`config.mk`:
```
export PLATFORM = sky130hd
export DESIGN_NAME = eps_device_flat
export DESIGN_NICKNAME = d
export VERILOG_FILES = /design/src/hw/eps_pkg.sv /design/src/hw/eps_if.sv /design/src/hw/eps_device.sv /design/src/flat_wrapper.sv
export SDC_FILE = /design/constraint.sdc
export NUM_CORES = 1
export LEC_CHECK = 0
export CORE_ASPECT_RATIO = 0.7
export CORE_MARGIN = 2
export CORE_UTILIZATION = 64
export CTS_BUF_LIST = sky130_fd_sc_hd__clkbuf_4 sky130_fd_sc_hd__clkbuf_8 sky130_fd_sc_hd__clkbuf_16
export DETAILED_ROUTE_END_ITERATION = 7
export DONT_BUFFER_PORTS = 1
export PLACE_DENSITY_LB_ADDON = 0.08
export SLEW_MARGIN = 15
export SYNTH_ARGS = -nofsm -noshare
export SYNTH_HDL_FRONTEND = slang
export SYNTH_SLANG_ARGS = --single-unit
```
`constraint.sdc`:
```
create_clock -name i_ref_clk -period 6.5 [get_ports i_ref_clk]
set_clock_uncertainty 0.2 [all_clocks]
set_input_delay 0.65 -clock i_ref_clk [delete_from_list [all_inputs] [get_ports i_ref_clk]]
set_output_delay 0.65 -clock i_ref_clk [all_outputs]
set_load 0.03 [all_outputs]
```
`src/hw/eps_pkg.sv`:
```
/*
  Shared constants for the page programming sequencer pair.
  Assumes one 200 MHz clock and a synchronous active-high reset on both ends.
*/
// Summary of operation
// Main and sub keep separate 3-bit selectors
// Selector codes: off, equal spacing, versions A-D
// Activation accepted only inside power-on window
// Page select loads page into working lines
// Programmer writes lines after page select
// Pulse of 400 ms burns lines into page
// Pulse starts within 20 ms of frame
// Programmer pauses after every pulse
// Programmer repeats sequence per page
// At most 10 programming cycles per page
// Status shows programming routine finished correctly
// Programmer reads back every line afterwards
// Margin command plus 7 ms pulse runs check
// Lock command plus 135 ms pulse locks
// Pages 0 and 1 lockable, rest locked
// Locked memory refuses all later rewrites
// Status shows lock state
// Exit command returns device to normal
// Margin start delay 8 bits, 32 us steps
// Locked page program leaves content and status; code sets ST_REFUSE in status
package eps_pkg;
  localparam int unsigned CLK_MHZ        = 200;
  localparam int unsigned PROG_MS        = 400;
  localparam int unsigned MARGIN_MS      = 7;
  localparam int unsigned LOCK_MS        = 135;
  localparam int unsigned START_WIN_MS   = 20;
  localparam int unsigned PAUSE_MS       = 1;
  localparam int unsigned ACT_WIN_MS     = 10;
  localparam int unsigned DLY_STEP_US    = 32;
  localparam int unsigned PROG_CYC   = PROG_MS * 1000 * CLK_MHZ;
  localparam int unsigned MARGIN_CYC = MARGIN_MS * 1000 * CLK_MHZ;
  localparam int unsigned LOCK_CYC   = LOCK_MS * 1000 * CLK_MHZ;
  localparam int unsigned START_CYC  = START_WIN_MS * 1000 * CLK_MHZ;
  localparam int unsigned PAUSE_CYC  = PAUSE_MS * 1000 * CLK_MHZ;
  localparam int unsigned ACT_CYC    = ACT_WIN_MS * 1000 * CLK_MHZ;
  localparam int unsigned STEP_CYC   = DLY_STEP_US * CLK_MHZ;
  localparam int unsigned MAX_CYCLES = 10;
  localparam int unsigned PAGES      = 4;
  localparam int unsigned LINES      = 4;
  localparam int unsigned LW         = 16;
  localparam logic [1:0]  LOCK_PAGES = 2'h1;
  // Selector codes
  localparam logic [2:0] LIN_OFF   = 3'h0;
  localparam logic [2:0] LIN_EQUAL = 3'h1;
  localparam logic [2:0] LIN_VER_D = 3'h5;
  // Field placement of selectors in page 0, line 0
  localparam int unsigned LIN_MAIN_LSB = 0;
  localparam int unsigned LIN_SUB_LSB  = 3;
  // Status bits
  localparam int unsigned ST_OK     = 0;
  localparam int unsigned ST_LOCK   = 1;
  localparam int unsigned ST_MARGIN = 2;
  localparam int unsigned ST_REFUSE = 3;
  localparam logic [7:0]  ST_RESET  = 8'h00;
  typedef enum logic [2:0] {
    EPS_CMD_ACT, EPS_CMD_SELECT, EPS_CMD_WRITE, EPS_CMD_PROG,
    EPS_CMD_MARGIN, EPS_CMD_LOCK, EPS_CMD_EXIT, EPS_CMD_READ
  } eps_cmd_t;
endpackage

```
`src/hw/eps_if.sv`:
```
/*
  Link between programmer and sensor: one command frame strobe with
  fields, a programming pulse level and a read-back answer.
  Assumes both ends share i_ref_clk.
*/
`timescale 1ns/1ps
`default_nettype none
interface eps_if;
  logic                    frame_vld;
  eps_pkg::eps_cmd_t       frame_cmd;
  logic [7:0]              frame_arg;
  logic [eps_pkg::LW-1:0]  frame_data;
  logic                    prog_pulse;
  logic                    rd_vld;
  logic [eps_pkg::LW-1:0]  rd_data;
  modport dev (input frame_vld, frame_cmd, frame_arg, frame_data,
               prog_pulse, output rd_vld, rd_data);
  modport prg (output frame_vld, frame_cmd, frame_arg, frame_data,
               prog_pulse, input rd_vld, rd_data);
endinterface
`default_nettype wire

```
`src/hw/eps_device.sv`:
```
/*
  Sensor end: programming mode, working lines, page burn, margin
  check and customer lock.
  Assumes frames arrive as single-cycle strobes synchronous to the clock.
*/
`timescale 1ns/1ps
`default_nettype none
module eps_device #(
  parameter int unsigned PROG_CYC   = eps_pkg::PROG_CYC,
  parameter int unsigned MARGIN_CYC = eps_pkg::MARGIN_CYC,
  parameter int unsigned LOCK_CYC   = eps_pkg::LOCK_CYC,
  parameter int unsigned ACT_CYC    = eps_pkg::ACT_CYC,
  parameter int unsigned STEP_CYC   = eps_pkg::STEP_CYC
) (
  input  wire logic       i_ref_clk,
  input  wire logic       i_sys_rst,
  eps_if.dev              link,
  output logic            o_prog_mode,
  output logic [2:0]      o_lin_select_main,
  output logic [2:0]      o_lin_select_sub,
  output logic [7:0]      o_nvm_status_reg
);
  localparam int unsigned LW = eps_pkg::LW;
  localparam int unsigned LN = eps_pkg::LINES;
  localparam int unsigned PG = eps_pkg::PAGES;

  typedef enum logic [2:0] {
    EPS_OFF, EPS_IDLE, EPS_ARMED, EPS_BURN, EPS_MDELAY, EPS_DONE
  } eps_state_t;

  // ****************************************
  // Storage
  // ****************************************
  logic [LW-1:0] nvm_reg  [PG][LN];
  logic [LW-1:0] work_reg [LN];
  logic [1:0]    page_reg;
  logic [1:0]    arm_kind_reg;
  eps_state_t    state_reg;
  logic [31:0]   cnt_reg;
  logic [31:0]   act_cnt_reg;
  logic [31:0]   dly_reg;
  logic [7:0]    status_reg;
  logic          cust_lock_reg;
  logic          rd_vld_reg;
  logic [LW-1:0] rd_data_reg;

  wire frame = link.frame_vld;
  wire [1:0] sel_page = link.frame_arg[1:0];
  wire [1:0] sel_line = link.frame_arg[3:2];
  // Lock applies to pages 0-1; others locked from delivery
  wire page_locked = cust_lock_reg || (page_reg > eps_pkg::LOCK_PAGES);
  wire [31:0] burn_len = (arm_kind_reg == 2'h0) ? PROG_CYC :
                         (arm_kind_reg == 2'h1) ? MARGIN_CYC : LOCK_CYC;

  // ****************************************
  // Activation window
  // ****************************************
  always_ff @(posedge i_ref_clk)
  begin
    if (i_sys_rst)
      act_cnt_reg <= 32'h0;
    else if (act_cnt_reg < ACT_CYC)
      act_cnt_reg <= act_cnt_reg + 32'h1;
  end

  // ****************************************
  // Sequencer
  // ****************************************
  always_ff @(posedge i_ref_clk)
  begin
    if (i_sys_rst)
    begin
      state_reg    <= EPS_OFF;
      cnt_reg      <= 32'h0;
      dly_reg      <= 32'h0;
      page_reg     <= 2'h0;
      arm_kind_reg <= 2'h0;
      status_reg   <= eps_pkg::ST_RESET;
      cust_lock_reg <= 1'b0;
      rd_vld_reg   <= 1'b0;
      rd_data_reg  <= '0;
      for (int p = 0; p < PG; p++)
      begin
        for (int l = 0; l < LN; l++)
          nvm_reg[p][l] <= '0;
      end
      for (int l = 0; l < LN; l++)
        work_reg[l] <= '0;
    end
    else
    begin
      rd_vld_reg <= 1'b0;
      case (state_reg)
        EPS_OFF:
          if (frame && link.frame_cmd == eps_pkg::EPS_CMD_ACT
              && act_cnt_reg < ACT_CYC)
            state_reg <= EPS_IDLE;
        EPS_IDLE, EPS_DONE:
        begin
          if (state_reg == EPS_DONE && !link.prog_pulse)
            state_reg <= EPS_IDLE;
          if (frame && state_reg == EPS_IDLE)
            case (link.frame_cmd)
              eps_pkg::EPS_CMD_SELECT:
              begin
                page_reg <= sel_page;
                for (int l = 0; l < LN; l++)
                  work_reg[l] <= nvm_reg[sel_page][l];
              end
              eps_pkg::EPS_CMD_WRITE:
                work_reg[sel_line] <= link.frame_data;
              eps_pkg::EPS_CMD_READ:
              begin
                rd_vld_reg  <= 1'b1;
                rd_data_reg <= (link.frame_arg[7]) ?
                  {8'h00, status_reg} : nvm_reg[page_reg][sel_line];
              end
              eps_pkg::EPS_CMD_PROG:
              begin
                arm_kind_reg <= 2'h0;
                state_reg    <= EPS_ARMED;
              end
              eps_pkg::EPS_CMD_MARGIN:
              begin
                arm_kind_reg <= 2'h1;
                // Start delay in 32 us steps
                dly_reg   <= 32'(link.frame_arg) * STEP_CYC;
                state_reg <= EPS_ARMED;
              end
              eps_pkg::EPS_CMD_LOCK:
              begin
                arm_kind_reg <= 2'h2;
                state_reg    <= EPS_ARMED;
              end
              eps_pkg::EPS_CMD_EXIT:
                state_reg <= EPS_OFF;
              default: ;
            endcase
          cnt_reg <= 32'h0;
        end
        EPS_ARMED:
          if (link.prog_pulse)
            state_reg <= (arm_kind_reg == 2'h1 && dly_reg != 0) ?
                         EPS_MDELAY : EPS_BURN;
        EPS_MDELAY:
          if (!link.prog_pulse)
            state_reg <= EPS_DONE;
          else if (cnt_reg + 32'h1 >= dly_reg)
          begin
            cnt_reg   <= 32'h0;
            state_reg <= EPS_BURN;
          end
          else
            cnt_reg <= cnt_reg + 32'h1;
        EPS_BURN:
          if (!link.prog_pulse)
          begin
            // Short pulse: routine not finished
            if (arm_kind_reg == 2'h0)
              status_reg[eps_pkg::ST_OK] <= page_locked ?
                status_reg[eps_pkg::ST_OK] : 1'b0;
            state_reg <= EPS_DONE;
          end
          else if (cnt_reg + 32'h1 >= burn_len)
          begin
            state_reg <= EPS_DONE;
            case (arm_kind_reg)
              2'h0:
                if (page_locked)
                  status_reg[eps_pkg::ST_REFUSE] <= 1'b1;
                else
                begin
                  for (int l = 0; l < LN; l++)
                    nvm_reg[page_reg][l] <= work_reg[l];
                  status_reg[eps_pkg::ST_OK] <= 1'b1;
                end
              2'h1:
                status_reg[eps_pkg::ST_MARGIN] <= 1'b1;
              default:
              begin
                cust_lock_reg <= 1'b1;
                status_reg[eps_pkg::ST_LOCK] <= 1'b1;
              end
            endcase
          end
          else
            cnt_reg <= cnt_reg + 32'h1;
        default:
          state_reg <= EPS_OFF;
      endcase
    end
  end

  // ****************************************
  // Outputs
  // ****************************************
  always_ff @(posedge i_ref_clk)
  begin
    if (i_sys_rst)
    begin
      o_prog_mode       <= 1'b0;
      o_lin_select_main <= eps_pkg::LIN_OFF;
      o_lin_select_sub  <= eps_pkg::LIN_OFF;
      o_nvm_status_reg  <= eps_pkg::ST_RESET;
    end
    else
    begin
      o_prog_mode <= (state_reg != EPS_OFF);
      // Separate selectors from nonvolatile page 0
      o_lin_select_main <= nvm_reg[0][0][eps_pkg::LIN_MAIN_LSB +: 3];
      o_lin_select_sub  <= nvm_reg[0][0][eps_pkg::LIN_SUB_LSB +: 3];
      o_nvm_status_reg  <= status_reg;
    end
  end

  assign link.rd_vld  = rd_vld_reg;
  assign link.rd_data = rd_data_reg;
endmodule
`default_nettype wire

```
`src/flat_wrapper.sv`:
```
// flat-port wrapper written by rule: the top's interface ports become plain ports
module eps_device_flat 
#(
  parameter int unsigned PROG_CYC   = eps_pkg::PROG_CYC,
  parameter int unsigned MARGIN_CYC = eps_pkg::MARGIN_CYC,
  parameter int unsigned LOCK_CYC   = eps_pkg::LOCK_CYC,
  parameter int unsigned ACT_CYC    = eps_pkg::ACT_CYC,
  parameter int unsigned STEP_CYC   = eps_pkg::STEP_CYC
)
  (i_ref_clk, i_sys_rst, o_prog_mode, o_lin_select_main, o_lin_select_sub, o_nvm_status_reg, link_frame_vld, link_frame_cmd, link_frame_arg, link_frame_data, link_prog_pulse, link_rd_vld, link_rd_data);
  eps_if link_i ();
  input  wire logic i_ref_clk;
  input  wire logic i_sys_rst;
  output logic o_prog_mode;
  output logic [2:0] o_lin_select_main;
  output logic [2:0] o_lin_select_sub;
  output logic [7:0] o_nvm_status_reg;
  input wire logic [$bits(link_i.frame_vld)-1:0] link_frame_vld;
  input wire logic [$bits(link_i.frame_cmd)-1:0] link_frame_cmd;
  input wire logic [$bits(link_i.frame_arg)-1:0] link_frame_arg;
  input wire logic [$bits(link_i.frame_data)-1:0] link_frame_data;
  input wire logic [$bits(link_i.prog_pulse)-1:0] link_prog_pulse;
  output wire logic [$bits(link_i.rd_vld)-1:0] link_rd_vld;
  output wire logic [$bits(link_i.rd_data)-1:0] link_rd_data;
  assign link_i.frame_vld = link_frame_vld;
  assign link_i.frame_cmd = link_frame_cmd;
  assign link_i.frame_arg = link_frame_arg;
  assign link_i.frame_data = link_frame_data;
  assign link_i.prog_pulse = link_prog_pulse;
  assign link_rd_vld = link_i.rd_vld;
  assign link_rd_data = link_i.rd_data;
  eps_device #(.PROG_CYC(PROG_CYC), .MARGIN_CYC(MARGIN_CYC), .LOCK_CYC(LOCK_CYC), .ACT_CYC(ACT_CYC), .STEP_CYC(STEP_CYC)) u_core (.i_ref_clk(i_ref_clk), .i_sys_rst(i_sys_rst), .link(link_i), .o_prog_mode(o_prog_mode), .o_lin_select_main(o_lin_select_main), .o_lin_select_sub(o_lin_select_sub), .o_nvm_status_reg(o_nvm_status_reg));
endmodule
```
* Yosys cells after proc, flatten, opt, wreduce, memory -nomap -nowiden
Memories as Yosys holds them, arrays and structs flattened. A register that Yosys moved wholly into a read port is not among the register bits.
Index checks and enable logic that the tools add are counted.
W data, S select, Z words.
** Cells by class
- Multiply operators :: 1
- Bitwise operators :: 8
- $lt $le $gt $ge :: 5
- Multiplexer cells :: 61
- Equality and inequality tests :: 24
- Reductions and logical operators :: 31
- $add $sub $neg :: 2
** Operator list (number)
- $mux W32 :: 5
- $mux W16 :: 8
- $pmux W32 S3 :: 1
- $add A32 B1 Y32 const B :: 2
- $mux W64 :: 1
- $reduce_or A64 Y1 :: 1
- $bmux W16 S2 :: 1
- $ge A32 B21 Y1 :: 1
- $ge A32 B32 Y1 :: 1
- $lt A32 B21 Y1 const B :: 1
- $reduce_bool A32 Y1 :: 1
- $mux W1 :: 28
- $mux W3 :: 9
- $mux W25 :: 1
- $eq A3 B3 Y1 const B :: 6
- $reduce_and A4 Y1 :: 4
- $reduce_or A16 Y1 :: 1
- $pmux W3 S5 :: 1
- $mul A8 B5 Y13 const B :: 1
- $eq A3 B2 Y1 const B :: 4
- $ne A2 B2 Y1 const B :: 6
- $reduce_and A3 Y1 :: 4
- $reduce_bool A3 Y1 :: 3
- $mux W2 :: 4
- 21 further kinds :: 37
** Word-level totals
- Input port bits :: 31
- Bits in registers :: 110
- Output and inout bits :: 32
- RAM bits :: 320
- Memories :: 2
** Memory list
- u_core.nvm_reg :: depth 4, width 64, rd ports 3, clocked after memory_dff 2, wr ports 4, RTL line eps_device.sv:34 : logic [LW-1:0] nvm_reg [PG][LN];
- u_core.work_reg :: depth 4, width 16, rd ports 4, clocked after memory_dff 0, wr ports 4, RTL line eps_device.sv:35 : logic [LW-1:0] work_reg [LN];

* Depth between registers and ports, before layout
Gate-level depths: netlist (run 1).
- Word-level depth :: 11
- Gate-level depth with buffers :: 20
- Depth with buffers taken out :: 17

* Least setup slack after synthesis (run 1)
Ideal clock, no wire load.
- Path type :: register -> register
- Start :: register u_core.cnt_reg[1]
- End :: memory u_core.nvm_reg[1][0] in the netlist's numbering, enable pin
- Slack :: 0.882 ns
- Buffers on the path :: 1
- Arrival time :: 4.992 ns
- Stages on the path, launching flop included :: 19
- Data required time :: 5.874 ns
- Clock period less this slack :: 5.618 ns
- Path through :: dfxtp_1 > ha_1 > nand4_1 > nor3_1 > and2_1 > and3_1 > nand3_1 > xnor2_1 > ha_1 > nand4_1 > nor4_1 > mux2i_1 > nor3b_1 > a21oi_1 > o21ai_0 > o21ai_2 > nor3_2 > buf_6 > or2_1
** RTL lines
- from (decl) :: RTL line eps_device.sv:39 : logic [31:0] cnt_reg;
- from (signal assigned) :: RTL line eps_device.sv:154 : cnt_reg <= cnt_reg + 32'h1;
- from (signal assigned) :: RTL line eps_device.sv:187 : cnt_reg <= cnt_reg + 32'h1;
- to (decl) :: RTL line eps_device.sv:34

==> results.md, run 1 <==
Worst setup path:
- The startpoint kind of the worst setup timing path is a flop.
- The highest fanout seen on the critical path is 32.
- Walking the worst path, the cells encountered are ha_1, nand4_1, buf_4, nor3_1, and2_1, and3_1, nand3_1, xnor2_1, ha_1, nand4_1, nor4_1, mux2i_1, nor3b_1, a21oi_1, o21ai_0, o21ai_2, nor3_4, or2_4, buf_4.
- The data arrival time of the critical path is 5350 ps.
- The start-to-end type of the worst setup path is reg2reg.
- The library cell contributing the largest single delay on the critical path is sky130_fd_sc_hd__dfxtp_1.
- The worst setup path is captured at a flop.
- The required time reported for the critical path endpoint is 6530 ps.
- In this design, the stage delay of the slowest critical-path cell is 520 ps.

Yosys:
- The top-area cell type share of the netlist area is 44.64%.
- The average size of a mapped cell is 13.76 um2.
- Yosys mapped a number of flops with a built-in enable equal to 320.
- The flip-flop and latch count after synthesis is approximately 440.
- The area of the mapped netlist is 21,520 um2.
- The number of warnings printed during yosys synthesis is 0.
- The synthesized instance count is 1,564.
- The most used flip-flop cell after synthesis is sky130_fd_sc_hd__edfxtp_1.
- The most area-hungry cell type in the Yosys netlist is sky130_fd_sc_hd__edfxtp_1.
- For this run, asynchronously set or reset flops after synthesis account for 0%.
- The sequential element share of the synthesized area is 55.62%.
- Sorting the synthesized cells by area gives the leading types as sky130_fd_sc_hd__edfxtp_1, sky130_fd_sc_hd__mux4_2, sky130_fd_sc_hd__dfxtp_1, sky130_fd_sc_hd__and2_1, sky130_fd_sc_hd__ha_1.
- The number of different library cells in the post-synthesis netlist is 71.

Finish:
- The total number of nets in the final design is between 1,500 and 2,000.
- The number of flip-flops in the largest register is between 200 and 300.
- Relative to the synthesized area, the layout overhead comes to 9.893%.
- In the layout the commonest cells are sky130_fd_sc_hd__edfxtp_1, sky130_fd_sc_hd__mux4_2, sky130_fd_sc_hd__and2_1.
- The library cell used most frequently in the layout, excluding fill and tap cells, is sky130_fd_sc_hd__edfxtp_1.
- In the final layout, the share of cells above drive strength 1 is 15.86%.

Detailed routing:
- For this block, the via count after detailed routing is 13,570.
- Summed over all nets, wire length on met3 after detailed routing comes to 4955 um.
- The final routed wire length divided by cell count is 23.69 um.
- The routed via count divided by cell count is roughly 6.4.
- Detailed routing placed a total of 22,530 um of wire on met2.
- The wire length on met1 is 21,580 um.
- For this run, the detailed router's first-pass iteration total came to 5.
- The overall routed net length is 50,220 um.
- The DRC marker count from the first detailed-route iteration is 1,430.
- In this run the remaining antenna-violating nets after routing total 0.
- The highest metal layer with signal wires is met5.
- For this run, design rule violations remaining after detail routing come to 0.

Clocking:
- The number of H-tree branching levels is 2.
- Once the clock tree was built, the resizer swapped 0 gates to a different size.
- The post-CTS setup buffer count is 0.
- TritonCTS built the clock tree.
- The root buffer cell chosen for the clock tree is sky130_fd_sc_hd__clkbuf_16.
- The post-CTS clock slew at the launch and capture registers of the worst setup and hold paths is 60 ps.
- The later pin in the worst-skew pair is clocked with a latency of about 550 ps.
- The clock sink count is 438.
- Buffers inserted during clock tree synthesis total 42.
- No sink is reached through more buffers than the 3 on the longest clock path.

Timing:
- The fraction of the cycle the final worst path needs is 81.80%.
- The peak clock frequency supported by timing is 188.1 MHz.
- In this run the tightest slew margin relative to its limit is 28.13%.
- Hold is met by between 40 and 50 ps.
- The number of max-slew violations in the final report is 0.
- The hold violation total from the final report is 0.
- For the final routed database, the setup TNS stands at 0 ps.
- Setup repair after global routing left no endpoint under its margin.
- At the pin with the least slew margin, the transition time is about 1100 ps.
- The post-layout minimum cycle time is approximately 5300 ps.
- The final setup violation count is 0.

Die:
- The die outline height is between 150 and 200 um.
- The die covers roughly 35,000 um2.
- In this run the count of I/O pins placed on the die edge is 63.
- After floorplanning, the core was divided into 56 placement rows.
- The floorplan step set the die width to about 220 um.
- The total area inside the core boundary comes to between 30,000 and 40,000 um2.
- Once the floorplan was initialized, standard cells occupied around two thirds of the core.

Placement:
- The half-perimeter wire length after detailed placement is 29,640 um.
- The count of buffers inserted at the top-level ports is 0.
- The congestion estimate from routability-driven global placement came to about 0.89.

Global route:
- Entering global routing, the biggest net connects about 210 pins.
- The initial antenna violation count is 2.
- The sum of overflow across all layers after global routing is 0.
- The global-route wire length before repair is 76,810 um.
- The via count of the first global-routing pass came to 13,150.
- Global routing used 29.20% of the available tracks.

Power:
- The maximum vdd ir drop is roughly 0.00023 V.
- The leakage power is 8.681 nW.
- In this run the power density over the cells is 255.7 nW/um2.

Outcome:
- The run finished with clean final reports.

Worst hold path:
- The type of the most critical hold path is in2reg.

Run:
- The max capacitance violation total is 0.
-- synth_stat cells (3+ instances only) --
| cell | number |
|---|---|
| sky130_fd_sc_hd__inv_1 | 50 |
| sky130_fd_sc_hd__and2_1 | 138 |
| sky130_fd_sc_hd__nor3_1 | 23 |
| sky130_fd_sc_hd__or3_1 | 11 |
| sky130_fd_sc_hd__a211oi_1 | 3 |
| sky130_fd_sc_hd__mux4_2 | 144 |
| sky130_fd_sc_hd__edfxtp_1 | 320 |
| sky130_fd_sc_hd__buf_1 | 12 |
| sky130_fd_sc_hd__o2111a_1 | 4 |
| sky130_fd_sc_hd__buf_4 | 7 |
| sky130_fd_sc_hd__a21o_1 | 9 |
| sky130_fd_sc_hd__and3_1 | 20 |
| sky130_fd_sc_hd__nand4_1 | 19 |
| sky130_fd_sc_hd__xor2_1 | 21 |
| sky130_fd_sc_hd__ha_1 | 63 |
| sky130_fd_sc_hd__fa_1 | 3 |
| sky130_fd_sc_hd__nor4_1 | 16 |
| sky130_fd_sc_hd__nor3b_1 | 5 |
| sky130_fd_sc_hd__buf_6 | 13 |
| sky130_fd_sc_hd__nor2_1 | 77 |
| sky130_fd_sc_hd__clkbuf_1 | 73 |
| sky130_fd_sc_hd__nor2b_1 | 25 |
| sky130_fd_sc_hd__o21bai_1 | 5 |
| sky130_fd_sc_hd__xnor2_1 | 22 |
| sky130_fd_sc_hd__a22oi_1 | 13 |
| sky130_fd_sc_hd__o21ai_0 | 33 |
| sky130_fd_sc_hd__dfxtp_1 | 118 |
| sky130_fd_sc_hd__a311oi_1 | 5 |
| sky130_fd_sc_hd__buf_2 | 6 |
| sky130_fd_sc_hd__nand3_1 | 34 |
| sky130_fd_sc_hd__or2_1 | 3 |
| sky130_fd_sc_hd__or2_2 | 6 |
| sky130_fd_sc_hd__nand2b_1 | 5 |
| sky130_fd_sc_hd__a31oi_1 | 4 |
| sky130_fd_sc_hd__nand2_1 | 76 |
| sky130_fd_sc_hd__a22o_1 | 64 |
| sky130_fd_sc_hd__o32ai_1 | 3 |
| sky130_fd_sc_hd__a21oi_1 | 49 |
| sky130_fd_sc_hd__a32o_1 | 14 |
| sky130_fd_sc_hd__mux2i_1 | 4 |
-- report_power, final --
part,internal (mW),switching (mW),leakage [nW]
Sequential,3.12,0.0705,4.19
Combinational,0.184,0.198,3.79
Clock,1.45,1.03,0.701
Total,4.75,1.30,8.68
-- stage by stage --
step / std cells / setup WS (ps) / area [um2] / power (mW) / utilization, %
after floorplan: 1695 / 882.3 / 22020 / 3.553 / -
after global placement: 2040 / 1388 / 22220 / 3.593 / 66.76
after detailed placement: 2040 / 1304 / 22220 / 3.608 / 66.76
after CTS: 2119 / 1245 / 23650 / 6.082 / 71.06
after global routing: 2120 / 752.7 / 23650 / 6.236 / 71.07
final: 2120 / 1183 / 23650 / 6.049 / 71.07
-- cell families (layout without fill, tap and decap cells) --
logic type / count (synthesis) / count (layout) / share of synthesized area (%)
buffers and inverters: 163 / 152 / 3.459
other: 1 / 133 / 0.01742
multiplexers: 148 / 148 / 15.25
AO/OA/AOI/OAI: 229 / 229 / 7.766
flip-flops: 438 / 438 / 55.62
AND/OR/NAND/NOR: 476 / 476 / 12.20
adder cells (fa/ha/maj): 66 / 66 / 3.941
XOR/XNOR: 43 / 43 / 1.750
-- routing by layer --
metal  vias up  global-route usage (%)
met4         2                   7.702
met3        86                   6.197
li1       6042                       -
met1      6782                   42.90
met2       656                   44.97
met5         -                       0
-- final cells by class --
type / count / area [um2]
timing repair buffer: 25 / 217.7
antenna: 1 / 2.502
clock inverter: 14 / 150.1
multi-input combinational: 1094 / 9325
clock buffer: 62 / 1244
inverter: 51 / 191.4
fill: 2215 / 9628
sequential: 438 / 11980
tap: 435 / 544.3
-- worst max-delay path: cells and delay by family, from the launching register on --
kind	cells	cell delay [ps]
simple gates	10	2200
fa+ha+maj	2	630
buf+inv	2	540
flops	1	520
compound gates	3	520
xor+xnor	1	190
mux	1	140
-- worst paths after layout --
check                     startpoint                         end  slack, ps  cells past startpoint
setup / recovery   u_core.cnt_reg[0]       u_core.nvm_reg[1][47]       1180                     19
hold / removal             i_sys_rst  u_core.o_nvm_status_reg[3]         50                      1
setup reg to reg   u_core.cnt_reg[0]       u_core.nvm_reg[1][47]       1180                     19
hold reg to reg   u_core.dly_reg[16]          u_core.dly_reg[16]        250                      2
-- what timing repair did --
| action | 4_1_cts | 5_1_grt |
|---|---|---|
| hold buffers | 3 | 0 |
| endpoints found under the setup margin | 0 | 0 |
| endpoints found under the hold margin | 29 | 0 |
Note: power is estimated with default switching activity, not from simulation.
==> run 2: changes to the inputs <==
==> constraint.sdc (replaced) <==
create_clock -name i_ref_clk -period 5.5 [get_ports i_ref_clk]
set_clock_uncertainty 0.2 [all_clocks]
set_input_delay 0.55 -clock i_ref_clk [delete_from_list [all_inputs] [get_ports i_ref_clk]]
set_output_delay 0.55 -clock i_ref_clk [all_outputs]
set_load 0.03 [all_outputs]
==> run 2 against run 1 <==
Effect of this change: setup slack lost 760 ps; sequential power increased by 18%; design area is 1.6% higher; core utilization increased by 1.2 points; sequential cell count unchanged; register-to-register slack worse by 760 ps; largest cell class unchanged; largest power group unchanged.
==> results.md, run 2 (same netlist as run 1, synthesis figures left out) <==
Outcome:
- The run finished with clean final reports.

Finish:
- The proportion of layout cells with a drive suffix above 1 is 16.25%.
- The number of flip-flops in the largest register is 256.
- The leading cell type in the layout, fill and taps excluded is sky130_fd_sc_hd__edfxtp_1.
- The total number of nets in the final design is 1,779.
- Relative to the synthesized area, the layout overhead comes to 11.69%.
- For this run, the number of standard cells in the final layout without fillers is 2,154.
- The library cells used most frequently in the layout, excluding fill and tap cells, are sky130_fd_sc_hd__edfxtp_1, sky130_fd_sc_hd__mux4_2, sky130_fd_sc_hd__and2_1.
- The core occupancy in the finished layout is between 70 and 80%.

Clocking:
- Clock-pin slew was measured on the worst setup and hold paths at 60 ps.
- The later-pin clock latency in the skew report is 570 ps.
- For this design, the sink count on the clock tree is between 400 and 500.
- The H-tree was split into 2 levels.
- In this run, CTS created clock tree buffers numbering 43.
- TritonCTS built the clock tree.
- In this run the clock root is driven by a sky130_fd_sc_hd__clkbuf_16.
- The clock passes through at most 3 buffers.

Worst setup path:
- The type of destination of the critical path is a flop.
- At the worst endpoint, the required time is approximately 5500 ps.
- On the worst path, the slowest cell contributes a delay of 560 ps.
- Traced cell by cell, the critical path runs through ha_1, nand4_1, nor3_2, and2_1, and3_1, nand3_1, xnor2_1, ha_1, nand4_1, nor4_1, mux2i_1, nor3b_1, a21oi_1, o21ai_0, o21ai_2, nor3_4, or2_4, buf_12.
- STA classifies the critical path startpoint as a flop.
- The data arrival time of the critical path is 5120 ps.
- The start-to-end type of the worst setup path is reg2reg.
- The count of buffer and inverter cells on the critical path is 1.
- Broken down by cell family, the worst path's largest delay share belongs to simple AND/OR/NAND/NOR gates.
- The library cell contributing the largest single delay on the critical path is sky130_fd_sc_hd__dfxtp_1.
- The highest fanout seen on the critical path is 38.

Detailed routing:
- For this block, the via count after detailed routing is 13,720.
- In this run, the number of DRC markers left after iteration 0 of detailed routing was 1,687.
- The final routed wire length divided by cell count is 23.30 um.
- The overall routed net length is approximately 50,000 um.
- The first detailed-routing pass ran for 7 iterations.
- The number of nets with antenna violations after routing is 0.
- After detailed routing, the number of remaining DRC violations is 0.
- The routed via count divided by cell count is 6.370.

Timing:
- The final setup violation count is 0.
- Setup repair after global routing left no endpoint under its margin.
- The worst path in the final design needs a cycle of 5079 ps, including I/O delays and setup.
- The number of max-slew violations in the final report is 0.
- The worst path meets setup with 420.5 ps of slack.
- For this run, the top clock speed supported by timing is 196.9 MHz.
- In the final timing run, aggregate negative setup slack is 0 ps.
- The relative max-transition margin is approximately 20%.
- The actual slew at the worst max-slew pin is approximately 1200 ps.
- The fraction of the cycle the final worst path needs is 92.35%.
- The hold violation total from the final report is 0.

Run:
- The tool flagged a number of max-cap violations equal to 0.

Power:
- The power share of the sequential group is ~52%.
- Cell internal power was estimated by the tool at 5.692 mW.
- The combinational cell fraction of total power is roughly 6.8%.
- The leakage power is 8.850 nW.
- The design draws 7.300 mW.
- In this run switching power makes up between 20 and 25% of total power.
- The net switching power is 1.609 mW.
- The power density of the placed cells is 303.7 nW/um2.
- The maximum vdd ir drop is 0.0002389 V.
- The clock network is responsible for 41.6% of the overall power.

Global route:
- The global-route wire length before repair is roughly 77,000 um.
- The via count of the first global-routing pass was 13,350.
- The sum of overflow across all layers after global routing is 0.
- Global routing consumed, over all layers together, between 20% and 30% of the routing resources.
- Entering global routing, the biggest net connects 221 pins.
- The initial antenna violation count is 2.

Die:
- The floorplan step set the die height to 157.4 um.
- The floorplan step defined a die boundary enclosing 35,140 um2.
- During I/O placement, the number of pins put on the boundary was 63.
- The number of rows in the core area is 56.
- The floorplan core area is 33,280 um2.
- The x dimension of the die is 223.2 um.
- Once the floorplan was initialized, standard cells occupied roughly two thirds of the core.

Placement:
- The minimum setup slack after placement is 450.5 ps.
- The count of buffers added on input and output ports is 0.
- At the end of routability-driven placement, the weighted congestion stood at between 0.9 and 1.
- The number of placed cells counting well taps is 2,050.
- After legalization and detailed placement, the total HPWL measured 30,610 um.

Worst hold path:
- The path class of the tightest hold or removal check is in2reg.
-- run 2: cell types whose count changed in the layout (fill, tap and decap cells not counted), moves of 2 or more --
| cell | delta |
|---|---|
| sky130_fd_sc_hd__clkbuf_4 | -4 |
| sky130_fd_sc_hd__clkinv_1 | +3 |
| sky130_fd_sc_hd__buf_6 | +2 |
| sky130_fd_sc_hd__buf_12 | +2 |
| sky130_fd_sc_hd__clkinvlp_4 | +2 |
| sky130_fd_sc_hd__dlygate4sd3_1 | +19 |
| sky130_fd_sc_hd__buf_4 | +5 |
-- run 2: timing repair --
item | in CTS | in global routing
hold buffers | 22 | 0
buffers inserted | 0 | 0
hold endpoints to repair | 275 | 0
setup endpoints to repair | 0 | 139
resized for setup | 0 | 3
-- run 2: layer usage --
metal	vias up	share of wire, %	global-route usage, %
met5	-	0	0
met3	92	9.8	6.179
li1	6114	-	-
met4	0	2.5	8.277
met1	6842	43	43.97
met2	674	44	44.15
-- run 2: power groups by stage --
stage / sequential [mW] / clock [mW] / combinational (mW)
finish: 3.77 / 3.04 / 0.498
detailed placement: 3.83 / 0 / 0.439
global placement: 3.82 / 0 / 0.430
floorplan: 3.80 / 0 / 0.395
CTS: 3.77 / 3.07 / 0.495
global route: 3.78 / 3.21 / 0.546
-- run 2: worst reg2reg max path, delay by kind of cell (launching register included) --
kind | cells | cell delay, ps
compound gates | 3 | 580
xor+xnor | 1 | 190
fa+ha+maj | 2 | 650
buf+inv | 1 | 250
flops | 1 | 560
mux | 1 | 140
simple gates | 10 | 2180
-- run 2: worst paths after layout --
path	start	endpoint	slack, ps	cells past startpoint
worst min register to register	u_core.dly_reg[15]	u_core.dly_reg[15]	260	2
worst min-delay path	link_frame_arg[1]	u_core.page_reg[1]	2	2
worst max-delay path	u_core.cnt_reg[0]	u_core.nvm_reg[1][23]	420	18
worst max register to register	u_core.cnt_reg[0]	u_core.nvm_reg[1][23]	420	18
-- run 2: cell type report --
type	count	area [um2]
well taps	435	544.3
fillers	2228	9241
diodes	2	5.005
inverters	51	191.4
repair buffers	54	535.5
multi-input cells	1094	9330
flip-flops and latches	438	11980
clock buffers	59	1239
clock inverters	21	219.0
-- run 2: per-stage QoR --
step                hold slack [ps]  area, um2
floorplan                     231.3      22020
global placement              239.3      22330
detailed placement            246.1      22330
CTS                           2.482      24020
global route                  4.251      24040
finish                        1.510      24040
